--- config.mk ---
export PLATFORM = sky130hd
export DESIGN_NAME = ads_self_check_result_seq
export DESIGN_NICKNAME = d
export VERILOG_FILES = /design/src/design/ads_pkg.sv /design/src/design/ads_self_check_result_seq.sv
export SDC_FILE = /design/constraint.sdc
export NUM_CORES = 1
export LEC_CHECK = 0
export BUFFER_PORTS_ARGS = -buffer_cell sky130_fd_sc_hd__buf_2
export CORE_MARGIN = 8
export CORE_UTILIZATION = 30
export CTS_CLUSTER_SIZE = 24
export DETAILED_ROUTE_END_ITERATION = 10
export PLACE_DENSITY = 0.48
export SYNTH_ARGS = -nofsm -noshare
export SYNTH_HDL_FRONTEND = slang
export SYNTH_SLANG_ARGS = --single-unit
--- constraint.sdc ---
create_clock -name mclk -period 5.3 [get_ports mclk]
set_input_delay 1.06 -clock mclk [delete_from_list [all_inputs] [get_ports mclk]]
set_output_delay 1.06 -clock mclk [all_outputs]
set_load 0.02 [all_outputs]
--- src/design/ads_pkg.sv ---
// shared constants and carrier types of the diagnostic sequencer
package ads_pkg;
    localparam int ADS_NCELL = 12;
    // register byte offsets
    localparam logic [7:0] OFS_CTRL = 8'h00;
    localparam logic [7:0] OFS_BALEN = 8'h04;
    localparam logic [7:0] OFS_MEASEN = 8'h08;
    localparam logic [7:0] OFS_THR_SHORT = 8'h0C;
    localparam logic [7:0] OFS_THR_LOW = 8'h10;
    localparam logic [7:0] OFS_THR_HIGH = 8'h14;
    localparam logic [7:0] OFS_RESULT = 8'h18;
    localparam logic [7:0] OFS_SWFLAGS = 8'h1C;
    localparam logic [7:0] OFS_ALERTS = 8'h20;
    localparam logic [7:0] OFS_EFFCFG = 8'h24;
    // control register fields
    localparam int CTRL_SEL_LSB = 0;
    localparam int CTRL_MODE_LSB = 4;
    localparam int CTRL_BIPOLAR = 8;
    localparam int CTRL_ALTPATH = 9;
    localparam int CTRL_START = 12;
    // effective config readback fields
    localparam int EFF_BIPOLAR = 12;
    localparam int EFF_ALTPATH = 13;
    localparam int EFF_MEAS_LSB = 16;
    // reset values
    localparam logic [11:0] RST_BALEN = 12'h000;
    localparam logic [14:0] RST_MEASEN = 15'h7FFF;
    localparam logic [15:0] RST_THR = 16'h0000;
    localparam logic [15:0] RST_RESULT = 16'h0000;
    // forced settings
    localparam logic [11:0] BAL_ODD = 12'h555;
    localparam logic [11:0] BAL_EVEN = 12'hAAA;
    localparam logic [11:0] BAL_OFF = 12'h000;
    localparam logic [2:0] MEAS_NO_AUX = 3'h0;

    typedef enum logic [2:0] {
        SEL_NONE = 3'b000,
        SEL_OFFSET = 3'b011,
        SEL_ZERO = 3'b100,
        SEL_FULL = 3'b101
    } ads_sel_t;

    typedef enum logic [2:0] {
        MODE_OFF = 3'b000,
        MODE_SHORT = 3'b001,
        MODE_OPEN = 3'b010,
        MODE_ODD = 3'b101,
        MODE_EVEN = 3'b110
    } ads_mode_t;

    typedef enum logic [1:0] {
        DRV_NONE = 2'b00,
        DRV_NEG = 2'b01,
        DRV_POS = 2'b10
    } ads_drv_t;

    typedef struct packed {
        logic [2:0] checkSel;
        logic [2:0] mode;
        logic bipolar;
        logic altPath;
        logic [11:0] balEn;
        logic [14:0] measEn;
    } ads_cfg_t;

    typedef struct packed {
        logic [11:0] balEn;
        logic [14:0] measEn;
        logic altPath;
        logic bipolar;
        logic shortAmp;
        logic skipChop;
        ads_drv_t adcDrive;
        logic acqStart;
        logic suppress;
    } ads_eff_t;

    typedef struct packed {
        logic valid;
        logic self_check_result;
        logic [3:0] idx;
        logic [15:0] data;
    } ads_smp_t;
endpackage

--- src/design/ads_self_check_result_seq.sv ---
// diagnostic sequencer: self-check selections, switch checks, APB regs
// How it works
// offset check selection shorts amplifier inputs during diagnostic phase.
// selected check measurement lands in result register at acquisition end.
// offset check forces bipolar polarity whatever the configured setting.
// offset check skips the chopping phase, keeping offset in the result.
// result is a 14-bit code in bits 15:2, centred on 2000h.
// zero-scale selection drives converter to negative supply, bipolar.
// full-scale selection drives converter to positive supply, bipolar.
// mode codes: short 001, open 010, odd wire 101, even wire 110.
// any mode reconfigures acquisition, alternate path, compares and flags.
// host starts every acquisition; device only configures and evaluates.
// active mode suppresses over-voltage, under-voltage, mismatch alerts.
// clearing the mode restores all automatically altered settings.
// short mode: switches off, aux/block measure off, alternate path.
// short mode flags a channel whose switch voltage is below threshold.
// open mode: bipolar, alternate path, measure enabled switches only.
// open mode flags voltage above high or below low threshold.
// host preloads short, low and high thresholds before a check.
// host keeps short threshold near minimum cell minus 100mV.
// wire-open modes close odd or even switches and compare limits.
// host waits 100us after wire-open mode entry before starting.
// one flag per channel, held until software clears it.
//
// Our own choices: the placing of the registers and the APB interface to the registers.
`timescale 1ns/1ns
module ads_self_check_result_seq
    import ads_pkg::*;
#(
    parameter int CellCount = ADS_NCELL
) (
    input wire logic mclk, // 20 MHz clock
    input wire logic nrst, // async reset, active low
    input wire logic psel, // apb select
    input wire logic penable, // apb enable
    input wire logic pwrite, // apb direction
    input wire logic [7:0] paddr, // apb byte address
    input wire logic [31:0] pwdata, // apb write data
    output logic [31:0] prdata, // apb read data
    output logic pready, // apb ready
    output logic pslverr, // apb error on unmapped address
    input wire ads_smp_t smp, // converter result stream
    input wire logic diagPhase, // diagnostic portion of acquisition
    input wire logic acqDone, // acquisition finished pulse
    input wire logic [2:0] limitHits, // ov, uv, mismatch comparator hits
    output ads_eff_t eff, // effective acquisition configuration
    output logic [11:0] swAlert, // switch alert flags
    output logic [2:0] limitAlert // ov, uv, mismatch alert flags
);
    if (CellCount != ADS_NCELL) begin : g_chk
        $error("cell count must match the register layout");
    end

    typedef struct packed {
        ads_cfg_t cfg;
        ads_eff_t eff;
        logic [15:0] thrShort;
        logic [15:0] thrLow;
        logic [15:0] thrHigh;
        logic [15:0] pend;
        logic [15:0] result;
        logic [11:0] swFlags;
        logic [2:0] alerts;
        logic [31:0] prdata;
        logic pready;
        logic pslverr;
    } ads_state_t;

    ads_state_t r;
    ads_state_t n;
    logic access;
    logic wr;
    logic mapped;
    logic [31:0] rd;
    logic [11:0] swSet;
    logic swWr;
    logic [15:0] code;

    assign access = psel & penable;
    assign wr = access & r.pready & pwrite;
    assign swWr = wr & (paddr == OFS_SWFLAGS);
    // only the 14 significant bits are kept, low bits read zero
    assign code = {smp.data[15:2], 2'b00};

    always_comb begin
        mapped = 1'b1;
        rd = 32'h0000_0000;
        case (paddr)
            OFS_CTRL: begin
                rd[CTRL_SEL_LSB +: 3] = r.cfg.checkSel;
                rd[CTRL_MODE_LSB +: 3] = r.cfg.mode;
                rd[CTRL_BIPOLAR] = r.cfg.bipolar;
                rd[CTRL_ALTPATH] = r.cfg.altPath;
            end
            OFS_BALEN: rd[11:0] = r.cfg.balEn;
            OFS_MEASEN: rd[14:0] = r.cfg.measEn;
            OFS_THR_SHORT: rd[15:0] = r.thrShort;
            OFS_THR_LOW: rd[15:0] = r.thrLow;
            OFS_THR_HIGH: rd[15:0] = r.thrHigh;
            OFS_RESULT: rd[15:0] = r.result;
            OFS_SWFLAGS: rd[11:0] = r.swFlags;
            OFS_ALERTS: rd[2:0] = r.alerts;
            OFS_EFFCFG: begin
                rd[11:0] = r.eff.balEn;
                rd[EFF_BIPOLAR] = r.eff.bipolar;
                rd[EFF_ALTPATH] = r.eff.altPath;
                rd[EFF_MEAS_LSB +: 15] = r.eff.measEn;
            end
            default: mapped = 1'b0;
        endcase
    end

    // per-channel threshold compare, only on cell samples in a mode
    always_comb begin
        swSet = 12'h000;
        if (smp.valid && !smp.self_check_result && smp.idx < 4'hC) begin
            case (r.cfg.mode)
                MODE_SHORT: begin
                    swSet[smp.idx] = smp.data < r.thrShort;
                end
                MODE_OPEN, MODE_ODD, MODE_EVEN: begin
                    // unmeasured positions never flag
                    swSet[smp.idx] = r.eff.measEn[smp.idx] &
                        (smp.data > r.thrHigh |
                        smp.data < r.thrLow);
                end
                default: swSet = 12'h000;
            endcase
        end
    end

    always_comb begin
        n = r;
        n.eff.acqStart = 1'b0;
        // answer one cycle into access; write lands on the completing edge
        n.pready = access & !r.pready;
        n.pslverr = access & !r.pready & !mapped;
        if (access && !r.pready) begin
            n.prdata = pwrite ? 32'h0000_0000 : rd;
        end
        if (wr) begin
            case (paddr)
                OFS_CTRL: begin
                    n.cfg.checkSel = pwdata[CTRL_SEL_LSB +: 3];
                    n.cfg.mode = pwdata[CTRL_MODE_LSB +: 3];
                    n.cfg.bipolar = pwdata[CTRL_BIPOLAR];
                    n.cfg.altPath = pwdata[CTRL_ALTPATH];
                    n.eff.acqStart = pwdata[CTRL_START];
                end
                OFS_BALEN: n.cfg.balEn = pwdata[11:0];
                OFS_MEASEN: n.cfg.measEn = pwdata[14:0];
                OFS_THR_SHORT: n.thrShort = pwdata[15:0];
                OFS_THR_LOW: n.thrLow = pwdata[15:0];
                OFS_THR_HIGH: n.thrHigh = pwdata[15:0];
                OFS_ALERTS: n.alerts = r.alerts & ~pwdata[2:0];
                default: n.cfg = r.cfg;
            endcase
        end
        // write-one-to-clear; a same-cycle hit wins over the clear
        if (swWr) begin
            n.swFlags = r.swFlags & ~pwdata[11:0];
        end
        n.swFlags = n.swFlags | swSet;
        if (r.cfg.mode == MODE_OFF) begin
            n.alerts = n.alerts | limitHits;
        end
        // comparisons ignored while a switch check runs
        if (smp.valid && smp.self_check_result) begin
            n.pend = code;
        end
        if (acqDone) begin
            n.result = (smp.valid && smp.self_check_result) ? code : r.pend;
        end
        // effective config derives from the stored user config, so leaving
        // a mode falls straight back to the user settings
        n.eff.balEn = n.cfg.balEn;
        n.eff.measEn = n.cfg.measEn;
        n.eff.altPath = n.cfg.altPath;
        n.eff.bipolar = n.cfg.bipolar;
        n.eff.suppress = n.cfg.mode != MODE_OFF;
        case (n.cfg.mode)
            MODE_SHORT: begin
                n.eff.balEn = BAL_OFF;
                n.eff.measEn[14:12] = MEAS_NO_AUX;
                n.eff.altPath = 1'b1;
            end
            MODE_OPEN: begin
                n.eff.measEn = {MEAS_NO_AUX, n.cfg.balEn};
                n.eff.altPath = 1'b1;
                n.eff.bipolar = 1'b1;
            end
            MODE_ODD: begin
                n.eff.balEn = BAL_ODD;
                n.eff.altPath = 1'b1;
            end
            MODE_EVEN: begin
                n.eff.balEn = BAL_EVEN;
                n.eff.altPath = 1'b1;
            end
            default: n.eff.suppress = 1'b0;
        endcase
        n.eff.shortAmp = 1'b0;
        n.eff.skipChop = 1'b0;
        n.eff.adcDrive = DRV_NONE;
        case (n.cfg.checkSel)
            SEL_OFFSET: begin
                n.eff.shortAmp = diagPhase;
                n.eff.skipChop = 1'b1;
                n.eff.bipolar = 1'b1;
            end
            SEL_ZERO: begin
                n.eff.adcDrive = DRV_NEG;
                n.eff.bipolar = 1'b1;
            end
            SEL_FULL: begin
                n.eff.adcDrive = DRV_POS;
                n.eff.bipolar = 1'b1;
            end
            default: n.eff.adcDrive = DRV_NONE;
        endcase
    end

    always_ff @(posedge mclk or negedge nrst) begin
        if (!nrst) begin
            r <= '0;
            r.cfg.measEn <= RST_MEASEN;
            r.cfg.balEn <= RST_BALEN;
            r.eff.measEn <= RST_MEASEN;
            r.eff.balEn <= RST_BALEN;
            r.thrShort <= RST_THR;
            r.thrLow <= RST_THR;
            r.thrHigh <= RST_THR;
            r.result <= RST_RESULT;
            r.pend <= RST_RESULT;
        end else begin
            r <= n;
        end
    end

    assign prdata = r.prdata;
    assign pready = r.pready;
    assign pslverr = r.pslverr;
    assign eff = r.eff;
    assign swAlert = r.swFlags;
    assign limitAlert = r.alerts;

    chk_offset_short: assert property (@(posedge mclk) disable iff (!nrst)
        (r.cfg.checkSel == SEL_OFFSET && !wr) ##1 diagPhase |=>
        r.eff.shortAmp) else $error("amplifier inputs not shorted");
    chk_result_load: assert property (@(posedge mclk) disable iff (!nrst)
        acqDone && !(smp.valid && smp.self_check_result) |=>
        r.result == $past(r.pend)) else $error("result not loaded");
    chk_offset_bipolar: assert property (@(posedge mclk) disable iff (!nrst)
        r.cfg.checkSel == SEL_OFFSET |-> r.eff.bipolar && r.eff.skipChop)
        else $error("offset check not bipolar or chopping");
    chk_result_align: assert property (@(posedge mclk) disable iff (!nrst)
        r.result[1:0] == 2'b00 && r.pend[1:0] == 2'b00)
        else $error("result low bits not zero");
    chk_zero_full: assert property (@(posedge mclk) disable iff (!nrst)
        r.cfg.checkSel inside {SEL_ZERO, SEL_FULL} |-> r.eff.bipolar &&
        r.eff.adcDrive == (r.cfg.checkSel == SEL_ZERO ? DRV_NEG : DRV_POS))
        else $error("scale check drive wrong");
    chk_short_config: assert property (@(posedge mclk) disable iff (!nrst)
        r.cfg.mode == MODE_SHORT |-> r.eff.balEn == BAL_OFF &&
        r.eff.measEn[14:12] == MEAS_NO_AUX && r.eff.altPath)
        else $error("short mode config wrong");
    chk_open_config: assert property (@(posedge mclk) disable iff (!nrst)
        r.cfg.mode == MODE_OPEN |-> r.eff.bipolar && r.eff.altPath &&
        r.eff.measEn[11:0] == r.cfg.balEn)
        else $error("open mode config wrong");
    chk_alert_quiet: assert property (@(posedge mclk) disable iff (!nrst)
        r.cfg.mode != MODE_OFF |=> (r.alerts & ~$past(r.alerts)) == 3'h0)
        else $error("limit alert set during switch check");
    chk_config_restore: assert property (@(posedge mclk) disable iff (!nrst)
        r.cfg.mode == MODE_OFF |-> r.eff.balEn == r.cfg.balEn &&
        r.eff.measEn == r.cfg.measEn && r.eff.altPath == r.cfg.altPath)
        else $error("config not restored");
    chk_short_flag: assert property (@(posedge mclk) disable iff (!nrst)
        smp.valid && !smp.self_check_result && smp.idx < 4'hC &&
        r.cfg.mode == MODE_SHORT && smp.data < r.thrShort |=>
        r.swFlags[$past(smp.idx)]) else $error("short not flagged");
    chk_flag_sticky: assert property (@(posedge mclk) disable iff (!nrst)
        !swWr |=> ($past(r.swFlags) & ~r.swFlags) == 12'h000)
        else $error("switch flag lost");
    chk_wire_switches: assert property (@(posedge mclk) disable iff (!nrst)
        r.cfg.mode == MODE_ODD |-> r.eff.balEn == BAL_ODD && r.eff.altPath)
        else $error("odd wire check switches wrong");
endmodule

; Word-level counts from Yosys, hierarchy flattened
; Cells that the tools add are included.
[classes]
mux = 38
n_eq_ne = 20
n_reduce_logical = 19
magnitude_cmp = 6
n_bitwise = 16
[ops]
columns = op, count
row1 = 2-to-1 mux 12 bit, 4
row2 = bitwise AND 12 bit, 3
row3 = case mux 12 bit (3 select lines), 1
row4 = 2-to-1 mux 35 bit, 1
row5 = "== test 8 x 5 -> 1 bit, second input constant", 4
row6 = less-than comparator 16 bit, 2
row7 = 2-to-1 mux 31 bit, 1
row8 = 2-to-1 mux 15 bit, 2
row9 = case mux 3 bit (10 select lines), 1
row10 = case mux 3 bit (9 select lines), 1
row11 = case mux 12 bit (2 select lines), 1
row12 = "== test 3 bit, second input constant", 6
row13 = case mux 2 bit (9 select lines), 1
row14 = "== test 8 x 4 -> 1 bit, second input constant", 2
row15 = "== test 8 x 6 -> 1 bit, second input constant", 2
row16 = > comparator 16 bit, 1
row17 = 2-to-1 mux 16 bit, 1
row18 = case mux 1 bit (8 select lines), 2
row19 = case mux 2 bit (8 select lines), 1
row20 = 2-to-1 mux 3 bit, 4
row21 = NOT 12 bit, 1
row22 = bitwise OR 12 bit, 1
row23 = case mux 2 bit (6 select lines), 1
row24 = OR reduction 10 bit, 1
row25 = 28 further kinds, 54
[totals]
out_inout_bits = 84
reg_bits = 199
wordCells = 124
input_bits = 72

; Depth between registers and ports, before layout
; Gate-level depths: netlist of the first run.
[logic_depth]
word_depth = 8
mapped_depth = 14
mapped_depth_nobuf = 10

; Worst setup path after synthesis of the first run
; No wires, ideal clock.
[synth_path]
path_type = input port to flip-flop
start = input port paddr[7]
end = register eff[10] (netlist name)
setup_ns = 0.077
path_slack_ns = 1.535
required_ns = 5.223
t_arrival_ns = 3.688
cell_stages = 12
path_cell_list = clkbuf_2 -> or4_1 -> buf_2 -> nor3_4 -> buf_2 -> mux2i_1 -> ha_1 -> inv_1 -> or3_4 -> buf_2 -> o22a_1 -> o21a_1
[synth_lines]
columns = element, line
row1 = "start, declared", ads_self_check_result_seq.sv:37  ; input wire logic [7:0] paddr,

==> results of run 1 <==
==> layer usage <==
metal	vias to the layer above	track usage [%]	routed length, um
met5	-	0	37
met4	6	5.85	812
met3	44	4.55	2390
met2	275	27.1	16400
met1	4053	23.4	16300
li1	3751	-	-
==> report_power, final <==
| part | internal, mW | switching, mW | total, mW |
|---|---|---|---|
| registers | 1.57 | 0.0466 | 1.62 |
| clock network | 0.720 | 0.672 | 1.39 |
| logic | 0.101 | 0.194 | 0.296 |
| total | 2.39 | 0.913 | 3.30 |
==> cell families after synthesis <==
family | Yosys count | synth area share (%)
AOI/OAI and AO/OA | 277 | 17.2
and+or+nand+nor | 241 | 11.2
DFF | 198 | 47.2
buffers and inverters | 196 | 10.1
muxes | 80 | 8.61
adders and majority gates | 48 | 5.68
other | 1 | 0.0354
xor gates and xnor gates | 1 | 0.0828
==> synthesized netlist by cell type (7+ instances only) <==
cell	count
o21ai_0	101
buf_2	9
a22o_1	25
mux2i_1	12
a21o_1	12
nor3_1	15
ha_1	48
clkbuf_1	39
o22a_1	13
nand4_1	13
buf_4	82
nor4_1	10
a222oi_1	9
o22ai_1	7
dfrtp_1	168
nand3_1	16
a22oi_1	25
nand2_1	110
dfstp_2	30
o21a_1	17
a21oi_1	37
inv_1	58
nor2_1	33
mux2_2	64
a211oi_1	7
==> sequential cells by signal, indices dropped and copies added (netlist names) <==
register    flops
pready          1
swAlert        12
prdata         31
pslverr         1
limitAlert      3
eff            35
r             115
==> per-stage QoR <==
stage / util, % / cells / instance area (sq um) / total power [mW]
after floorplan: - / 1042 / 10600 / 1.80
after global placement: 32.4 / 1520 / 11200 / 1.94
after detailed placement: 32.4 / 1520 / 11200 / 1.95
after CTS: 34.2 / 1552 / 11800 / 3.34
after global routing: 34.2 / 1553 / 11800 / 3.43
final: 34.2 / 1556 / 11800 / 3.30
==> cell type report <==
type / instances / area, sq um / area share (%)
sequential: 198 / 4990 / 42.2
tap: 455 / 569 / 4.81
multi-input combinational: 648 / 4570 / 38.6
clock inverter: 15 / 185 / 1.56
clock buffer: 17 / 425 / 3.59
timing repair buffer: 160 / 865 / 7.30
antenna: 4 / 10.0 / 0.0845
inverter: 59 / 223 / 1.88
==> how the worst min path moves through the flow <==
stage	start	end	slack, ns
floorplan	r[65]$_DFF_PN0_	r[65]$_DFF_PN0_	0.44
CTS	prdata[10]$_DFFE_PN0P_	prdata[10]$_DFFE_PN0P_	0.48
finish	prdata[10]$_DFFE_PN0P_	prdata[10]$_DFFE_PN0P_	0.47
global route	prdata[10]$_DFFE_PN0P_	prdata[10]$_DFFE_PN0P_	0.49
global placement	prdata[10]$_DFFE_PN0P_	prdata[10]$_DFFE_PN0P_	0.46
detailed placement	prdata[10]$_DFFE_PN0P_	prdata[10]$_DFFE_PN0P_	0.46
==> reports/qor.yml, run 1 <==
ir_worst_vdd_mv: 0.224
wirelength_um: 36000
synth_warnings: 0
slew_violations: 0
drt-initial-drc-count: 713
first_pass_iters: 5
synth_top_area_cell: "dfrtp_1"
drcViolationCount: 0
grt_pass1_vias: 8381
drtAntennaViolNets: 0
syn-num-nets: 1162
numCtsBuffers: 17
holdWs_ns: 0.473
h-tree-depth: 4
cts_hold_buf: 0
critPathLaunchType: "primary input"
outcome: "completed"
setup_viol: 0
final_cell_mix: "168 x dfrtp_1, 137 x buf_2, 110 x nand2_1"
async_flop_share_pct: 100
antenna_found_initial: 7
synth_cells: 1042
yosysUniqueCellTypes: 67
final_nets: 1204
crit_family: "simple AND/OR/NAND/NOR gates"
r2r_cells: 9
wl_per_cell_um: 23.1
track_usage_pct: 17.5
cts_tree: "built"
dieArea_sq_um: 41500
crit_path_end_kind: "flip-flop"
synth-main-ff-cell: "dfrtp_1"
dp_hpwl_um: 27700
maxCapViolations: 0
start_util_pct: 30.6
overflow: 0
crit_required_ns: 5.69
crit_path_cell_trace: "buf_2 > or4_1 > nor3_4 > mux2i_1 > ha_1 > inv_1 > nor2_2 > mux2i_4 > o21a_1"
num_rows: 68
fin_setup_tns_ns: 0
insertion_delay_ns: 0.46
fillers: 3571
cts_buffer_depth: 2
layout-drive-gt1-share_pct: 28.2
yosysTopAreaCellShare_pct: 39.7
gp_congestion: 0.850
rr_endpoint: "eff[19]$_DFF_PN1_"
synthToLayoutAreaGrowth_pct: 11.9
synth_seq_area_share_pct: 47.2
syn_area_per_cell_sq_um: 10.2
die_w_um: 204
cts_sinks: 198
vias_per_cell: 5.22
path_class: "in2reg"
r2r_setup_slack_ns: 2.42
slew_headroom_pct: 26.5
finClkSkew_ns: 0.0197
cts_root_buf: "clkbuf_16"
powerDensity_nw_per_um2: 279
crit_fanout: 12
tightest_slew_ns: 1.10
postCtsSetupBuffers: 0
rsz0062_at_grt: "no"
worstSetupStartpoint: "paddr[1]"
synthesis.area_sq_um: 10600
grt_max_degree: 108
io-pin-count: 156
via_count: 8129
crit_path_end: "eff[19]$_DFF_PN1_"
cpMaxStageDelayCell: "or4_1"
fin_crit_ns: 3.67
rr_startpoint: "pready$_DFF_PN0_"
portBuffers: 138
crit_arrival_ns: 4.06
pre_cts_slack_ns: 1.23
layout_commonest_cell: "dfrtp_1"
core_sq_um: 34600
synth_edf_count: 0
period_share_pct: 69.2
final_hold_viol_count: 0
p_leak_nw: 5.54
crit_buf_inv: 2
critPathMaxStageDelay_ns: 0.72
worstHoldPathCells: 1
max_freq_mhz: 273
yosys-top-cells-area: "dfrtp_1 40%, dfstp_2 7.4%, mux2_2 6.8%"
grt_pass1_wl_um: 54400
layout_setup_ws_ns: 1.63
die_h_um: 204
synth-seq-cells: 198
ctsResizeCount: 0
clk_pin_slew_ns: 0.08
hold_path_class: "reg2reg"
crit_cells: 9
Power figures use the tool's default switching activity.
==> run 2: changes to the inputs <==
==> constraint.sdc (replaced) <==
create_clock -name mclk -period 3.8 [get_ports mclk]
set_input_delay 0.76 -clock mclk [delete_from_list [all_inputs] [get_ports mclk]]
set_output_delay 0.76 -clock mclk [all_outputs]
set_load 0.02 [all_outputs]
==> reports/qor.yml, run 2 (same netlist as run 1, synthesis figures left out) <==
outcome: "completed"
via_count: 8157  # +0.34%
insertion_delay_ns: 0.45  # about the same
grt_pass1_wl_um: 54200  # -0.27%
use_met3_pct: 3.94  # -0.62 points
rsz0062_at_grt: "no"
fillers: 3545  # -0.73%
final_nets: 1217  # +1.1%
largest_reg_flops: 115  # unchanged
portBuffers: 138  # unchanged
grt_pass1_vias: 8418  # +0.44%
final_hold_viol_count: 0  # unchanged
setup_viol: 0  # unchanged
crit_family: "simple AND/OR/NAND/NOR gates"
crit_fanout: 12  # unchanged
cts_sinks: 198  # unchanged
slew_violations: 0  # unchanged
wirelength_um: 36400  # +1.1%
drtAntennaViolNets: 0  # unchanged
layout_commonest_cell: "dfrtp_1"
path_class: "in2reg"
register_area_sq_um: 4990  # unchanged
ir_worst_vdd_mv: 0.317  # +41%
first_pass_iters: 5  # unchanged
final_cell_mix: "168 x dfrtp_1, 137 x buf_2, 110 x nand2_1"
die_h_um: 204  # unchanged
slew_headroom_pct: 33.6  # +7.2 points
grt_max_degree: 95  # -12%
io-pin-count: 156  # unchanged
overflow: 0  # unchanged
cpMaxStageDelayCell: "or4_1"
fin_setup_tns_ns: 0  # unchanged
r2r_setup_slack_ns: 1.03  # -1.39 ns
dp_hpwl_um: 28200  # +2.1%
hold_path_class: "in2async"
start_util_pct: 30.6  # unchanged
top_usage_layer: "met2"
critPathLaunchType: "primary input"
crit_path_end_kind: "flip-flop"
die_w_um: 204  # unchanged
crit_required_ns: 4.19  # -1.50 ns
cts_hold_buf: 0  # unchanged
critPathMaxStageDelay_ns: 0.68  # -0.04 ns
max_freq_mhz: 318
synthToLayoutAreaGrowth_pct: 13.1
drt-initial-drc-count: 650  # -8.8%
clk_pin_slew_ns: 0.08  # about the same
powerDensity_nw_per_um2: 383  # +37%
track_usage_pct: 17.5  # -0.035 points
core_sq_um: 34600  # unchanged
wl_per_cell_um: 23.2  # +0.44%
cts_tree: "built"
dieArea_sq_um: 41500  # unchanged
vias_per_cell: 5.21  # -0.30%
numCtsBuffers: 17  # unchanged
p_leak_nw: 5.62  # +1.4%
antenna_found_initial: 4  # -3
crit_buf_inv: 2  # unchanged
crit_arrival_ns: 3.54  # -0.52 ns
tightest_slew_ns: 0.993  # -0.107 ns
cts_root_buf: "clkbuf_16"
postCtsSetupBuffers: 0  # unchanged
drcViolationCount: 0  # unchanged
period_share_pct: 82.9
crit_path_cell_trace: "buf_2 > or4_1 > nor3_4 > mux2i_1 > ha_1 > inv_1 > nor2_2 > mux2i_4 > o21a_1"
multi_input_area_sq_um: 4570  # unchanged
r2r_cells: 8  # -1
rr_startpoint: "pready$_DFF_PN0_"
layout-drive-gt1-share_pct: 29.0  # +0.84 points
num_rows: 68  # unchanged
ctsResizeCount: 0  # unchanged
finClkSkew_ns: 0.0149  # -0.00489 ns
met2_usage_pct: 27.4  # +0.35 points
cts_buffer_depth: 2  # unchanged
rr_endpoint: "eff[15]$_DFF_PN1_"
holdWs_ns: 0.407  # -0.0655 ns
gp_congestion: 0.892  # +5.0%
gr-usage-met1_pct: 23.7  # +0.30 points
maxCapViolations: 0  # unchanged
regMostFlops: "r"
fin_crit_ns: 3.15
h-tree-depth: 4  # unchanged
run 2: changes by cell type in the layout (fill, tap and decap cells not counted):
cell	before	now
clkinv_4	0	3
diode_2	4	1
buf_12	0	2
clkinvlp_4	2	1
clkinv_8	1	3
buf_4	22	33
inv_8	4	1
inv_6	5	4
run 2: layout make-up:
type,count,area share (%)
Clock inverter,15,1.62
Inverter,59,1.86
Clock buffer,17,3.56
Antenna cell,1,0.0209
Tap cell,455,4.76
Multi-Input combinational cell,648,38.2
Timing Repair Buffer,173,8.25
Sequential cell,198,41.7
run 2: worst reg2reg max path, delay by kind of cell, from the launching register on:
| kind | cells | cell delay (ns) |
|---|---|---|
| muxes | 2 | 0.79 |
| DFF | 1 | 0.35 |
| AOI/OAI and AO/OA | 1 | 0.18 |
| and+or+nand+nor | 3 | 1.03 |
| buffers and inverters | 1 | 0.10 |
| adders and majority gates | 1 | 0.26 |
run 2: stage by stage:
stage	std cells	util, %	setup slack [ns]	power, mW	instance area (sq um)
floorplan	1042	-	0.335	2.51	10600
global placement	1533	32.8	0.272	2.72	11300
detailed placement	1533	32.8	0.235	2.72	11300
CTS	1565	34.5	0.695	4.65	12000
global route	1565	34.5	0.516	4.76	12000
finish	1566	34.5	0.651	4.58	12000
run 2: power breakdown:
part | switching [mW] | total (mW) | internal, mW
logic | 0.274 | 0.422 | 0.148
registers | 0.0645 | 2.25 | 2.19
clock network | 0.904 | 1.91 | 1.00
run 2: how the worst max path moves through the flow:
stage                             end  slack [ns]  cells after the start  startpoint
floorplan           eff[10]$_DFF_PN1_        0.34                     12    paddr[7]
global placement    eff[17]$_DFF_PN1_        0.27                      9    paddr[4]
CTS                 eff[11]$_DFF_PN1_        0.69                      9    paddr[4]
detailed placement  eff[15]$_DFF_PN1_        0.24                      9    paddr[4]
global route        eff[15]$_DFF_PN1_        0.52                      9    paddr[4]
finish              eff[15]$_DFF_PN1_        0.65                      9    paddr[4]
run 2: layer usage:
| metal | vias up | wire length (um) |
|---|---|---|
| met4 | 4 | 606 |
| met5 | - | 120 |
| li1 | 3773 | - |
| met3 | 33 | 2560 |
| met2 | 296 | 16700 |
| met1 | 4051 | 16400 |
==> run 3: changes to the inputs <==
--- a/config.mk
+++ b/config.mk
@@ -10,7 +10,7 @@
 export CORE_UTILIZATION = 30
 export CTS_CLUSTER_SIZE = 24
 export DETAILED_ROUTE_END_ITERATION = 10
-export PLACE_DENSITY = 0.48
+export PLACE_DENSITY = 0.5
 export SYNTH_ARGS = -nofsm -noshare
 export SYNTH_HDL_FRONTEND = slang
 export SYNTH_SLANG_ARGS = --single-unit
==> constraint.sdc (replaced) <==
create_clock -name mclk -period 2.64 [get_ports mclk]
set_input_delay 0.528 -clock mclk [delete_from_list [all_inputs] [get_ports mclk]]
set_output_delay 0.528 -clock mclk [all_outputs]
set_load 0.02 [all_outputs]
==> reports/qor.yml, run 3 (same netlist as run 1, synthesis figures left out) <==
insertion_delay_ns: 0.44  # about the same
met2_usage_pct: 27.3  # -0.15 points
dp_hpwl_um: 29100  # +3.2%
largest_reg_flops: 115  # unchanged
layout-drive-gt1-share_pct: 33.1  # +4.1 points
tightest_slew_ns: 0.920  # -0.0733 ns
multi_input_area_sq_um: 4570  # +0.11%
overflow: 0  # unchanged
cts_tree: "built"
numCtsBuffers: 17  # unchanged
via_count: 8413  # +3.1%
dieArea_sq_um: 41500  # unchanged
drtAntennaViolNets: 0  # unchanged
vias_per_cell: 5.16  # -1.0%
crit_required_ns: 3.02  # -1.17 ns
layout_commonest_cell: "dfrtp_1"
io-pin-count: 156  # unchanged
layout_setup_ws_ns: 0.110  # -0.542 ns
powerDensity_nw_per_um2: 535  # +40%
first_pass_iters: 5  # unchanged
fin_crit_ns: 2.53
regMostFlops: "r"
cts_buffer_depth: 2  # unchanged
postCtsSetupBuffers: 0  # unchanged
final_hold_viol_count: 0  # unchanged
critPathLaunchType: "primary input"
slew_headroom_pct: 38.5  # +4.9 points
path_class: "in2reg"
register_area_sq_um: 4990  # unchanged
core_sq_um: 34600  # unchanged
final_cell_mix: "168 x dfrtp_1, 137 x buf_2, 110 x nand2_1"
cts_root_buf: "clkbuf_16"
use_met3_pct: 4.14  # +0.21 points
track_usage_pct: 17.8  # +0.34 points
clk_pin_slew_ns: 0.08  # about the same
hold_path_class: "in2async"
grt_pass1_wl_um: 55600  # +2.5%
rsz0062_at_grt: "no"
max_freq_mhz: 395
setup_viol: 0  # unchanged
gr-usage-met1_pct: 24.6  # +0.82 points
slew_violations: 0  # unchanged
cts_sinks: 198  # unchanged
grt_max_degree: 61  # -36%
dp.cells: 1600  # +4.4%
maxCapViolations: 0  # unchanged
diodes: 0  # -1
holdWs_ns: 0.0465  # -0.361 ns
outcome: "completed"
gp_congestion: 0.909  # +1.9%
finClkSkew_ns: 0.0127  # -0.00212 ns
wirelength_um: 37100  # +2.0%
ir_worst_vdd_mv: 0.400  # +26%
start_util_pct: 30.6  # unchanged
period_share_pct: 95.9
drt-initial-drc-count: 739  # +14%
crit_path_end_kind: "flip-flop"
top_usage_layer: "met2"
drcViolationCount: 0  # unchanged
stdcell_count: 1632  # +4.2%
num_rows: 68  # unchanged
crit_fanout: 12  # unchanged
p_leak_nw: 5.95  # +5.9%
antenna_found_initial: 1  # -3
pre_cts_slack_ns: -0.379  # -0.614 ns
fin_setup_tns_ns: 0  # unchanged
crit_arrival_ns: 2.91  # -0.63 ns
die_w_um: 204  # unchanged
final_nets: 1284  # +5.5%
fillers: 3511  # -0.96%
finalPower_mw: 6.71  # +47%
grt_pass1_vias: 8737  # +3.8%
synthToLayoutAreaGrowth_pct: 18.7
portBuffers: 138  # unchanged
die_h_um: 204  # unchanged
h-tree-depth: 4  # unchanged
wl_per_cell_um: 22.7  # -2.1%
-- run 3: changes by cell type in the layout (fill, tap and decap cells not counted), sizes merged --
cell	previous run	this run
buf	172	239
bufinv	2	4
clkbuf	18	22
clkinv	8	2
clkinvlp	1	5
diode	1	0
inv	63	59
-- run 3: metal layers --
metal / part of all wire, % / up-vias / wire [um]
li1: - / 3898 / -
met1: 45 / 4146 / 16800
met2: 45 / 317 / 16600
met3: 7.5 / 50 / 2790
met4: 2.3 / 2 / 867
met5: 0.022 / - / 8
-- run 3: worst max-delay path: stages --
cell	delay, ns
buf_2	0.11
or4_4	0.60
nor3_4	0.28
mux2i_1	0.26
ha_2	0.23
inv_2	0.05
or3_4	0.48
o22a_1	0.24
o21a_1	0.11
-- run 3: area by class of cell --
| cell class | instances | share of cell area, % |
|---|---|---|
| clock inverter | 11 | 1.39 |
| clock buffer | 21 | 3.59 |
| inverter | 59 | 1.77 |
| timing repair buffer | 240 | 12.6 |
| multi-input combinational | 648 | 36.4 |
| sequential | 198 | 39.7 |
| tap | 455 | 4.53 |
-- run 3: path summary, 6_finish.rpt --
kind,start,to,slack [ns],cells after the start
min in group mclk,diagPhase,eff[5]$_DFF_PN0_,0.30,2
worst min-delay path,nrst,r[186]$_DFF_PN0_,0.05,1
worst max register to register,r[88]$_DFFE_PN0P_,swAlert[4]$_DFF_PN0_,0.14,9
max in group asynchronous,nrst,r[171]$_DFF_PN1_,1.87,2
worst min register to register,prdata[10]$_DFFE_PN0P_,prdata[10]$_DFFE_PN0P_,0.47,1
worst max-delay path,paddr[4],eff[19]$_DFF_PN1_,0.11,9
-- run 3: through the flow --
| step | util (%) | cell area, sq um |
|---|---|---|
| after floorplan | - | 10600 |
| after global placement | 34.5 | 11900 |
| after detailed placement | 34.5 | 11900 |
| after CTS | 36.3 | 12600 |
| after global routing | 36.3 | 12600 |
| final | 36.3 | 12600 |
-- run 3: repair_timing --
action	4_1_cts	5_1_grt
hold buffers	0	0
endpoints found under the setup margin	0	13
gates resized for setup	0	2
-- run 3: where the power goes --
part	internal, mW	switching (mW)
clock	1.62	1.20
sequential	3.15	0.0999
combinational	0.242	0.403
total	5.01	1.70
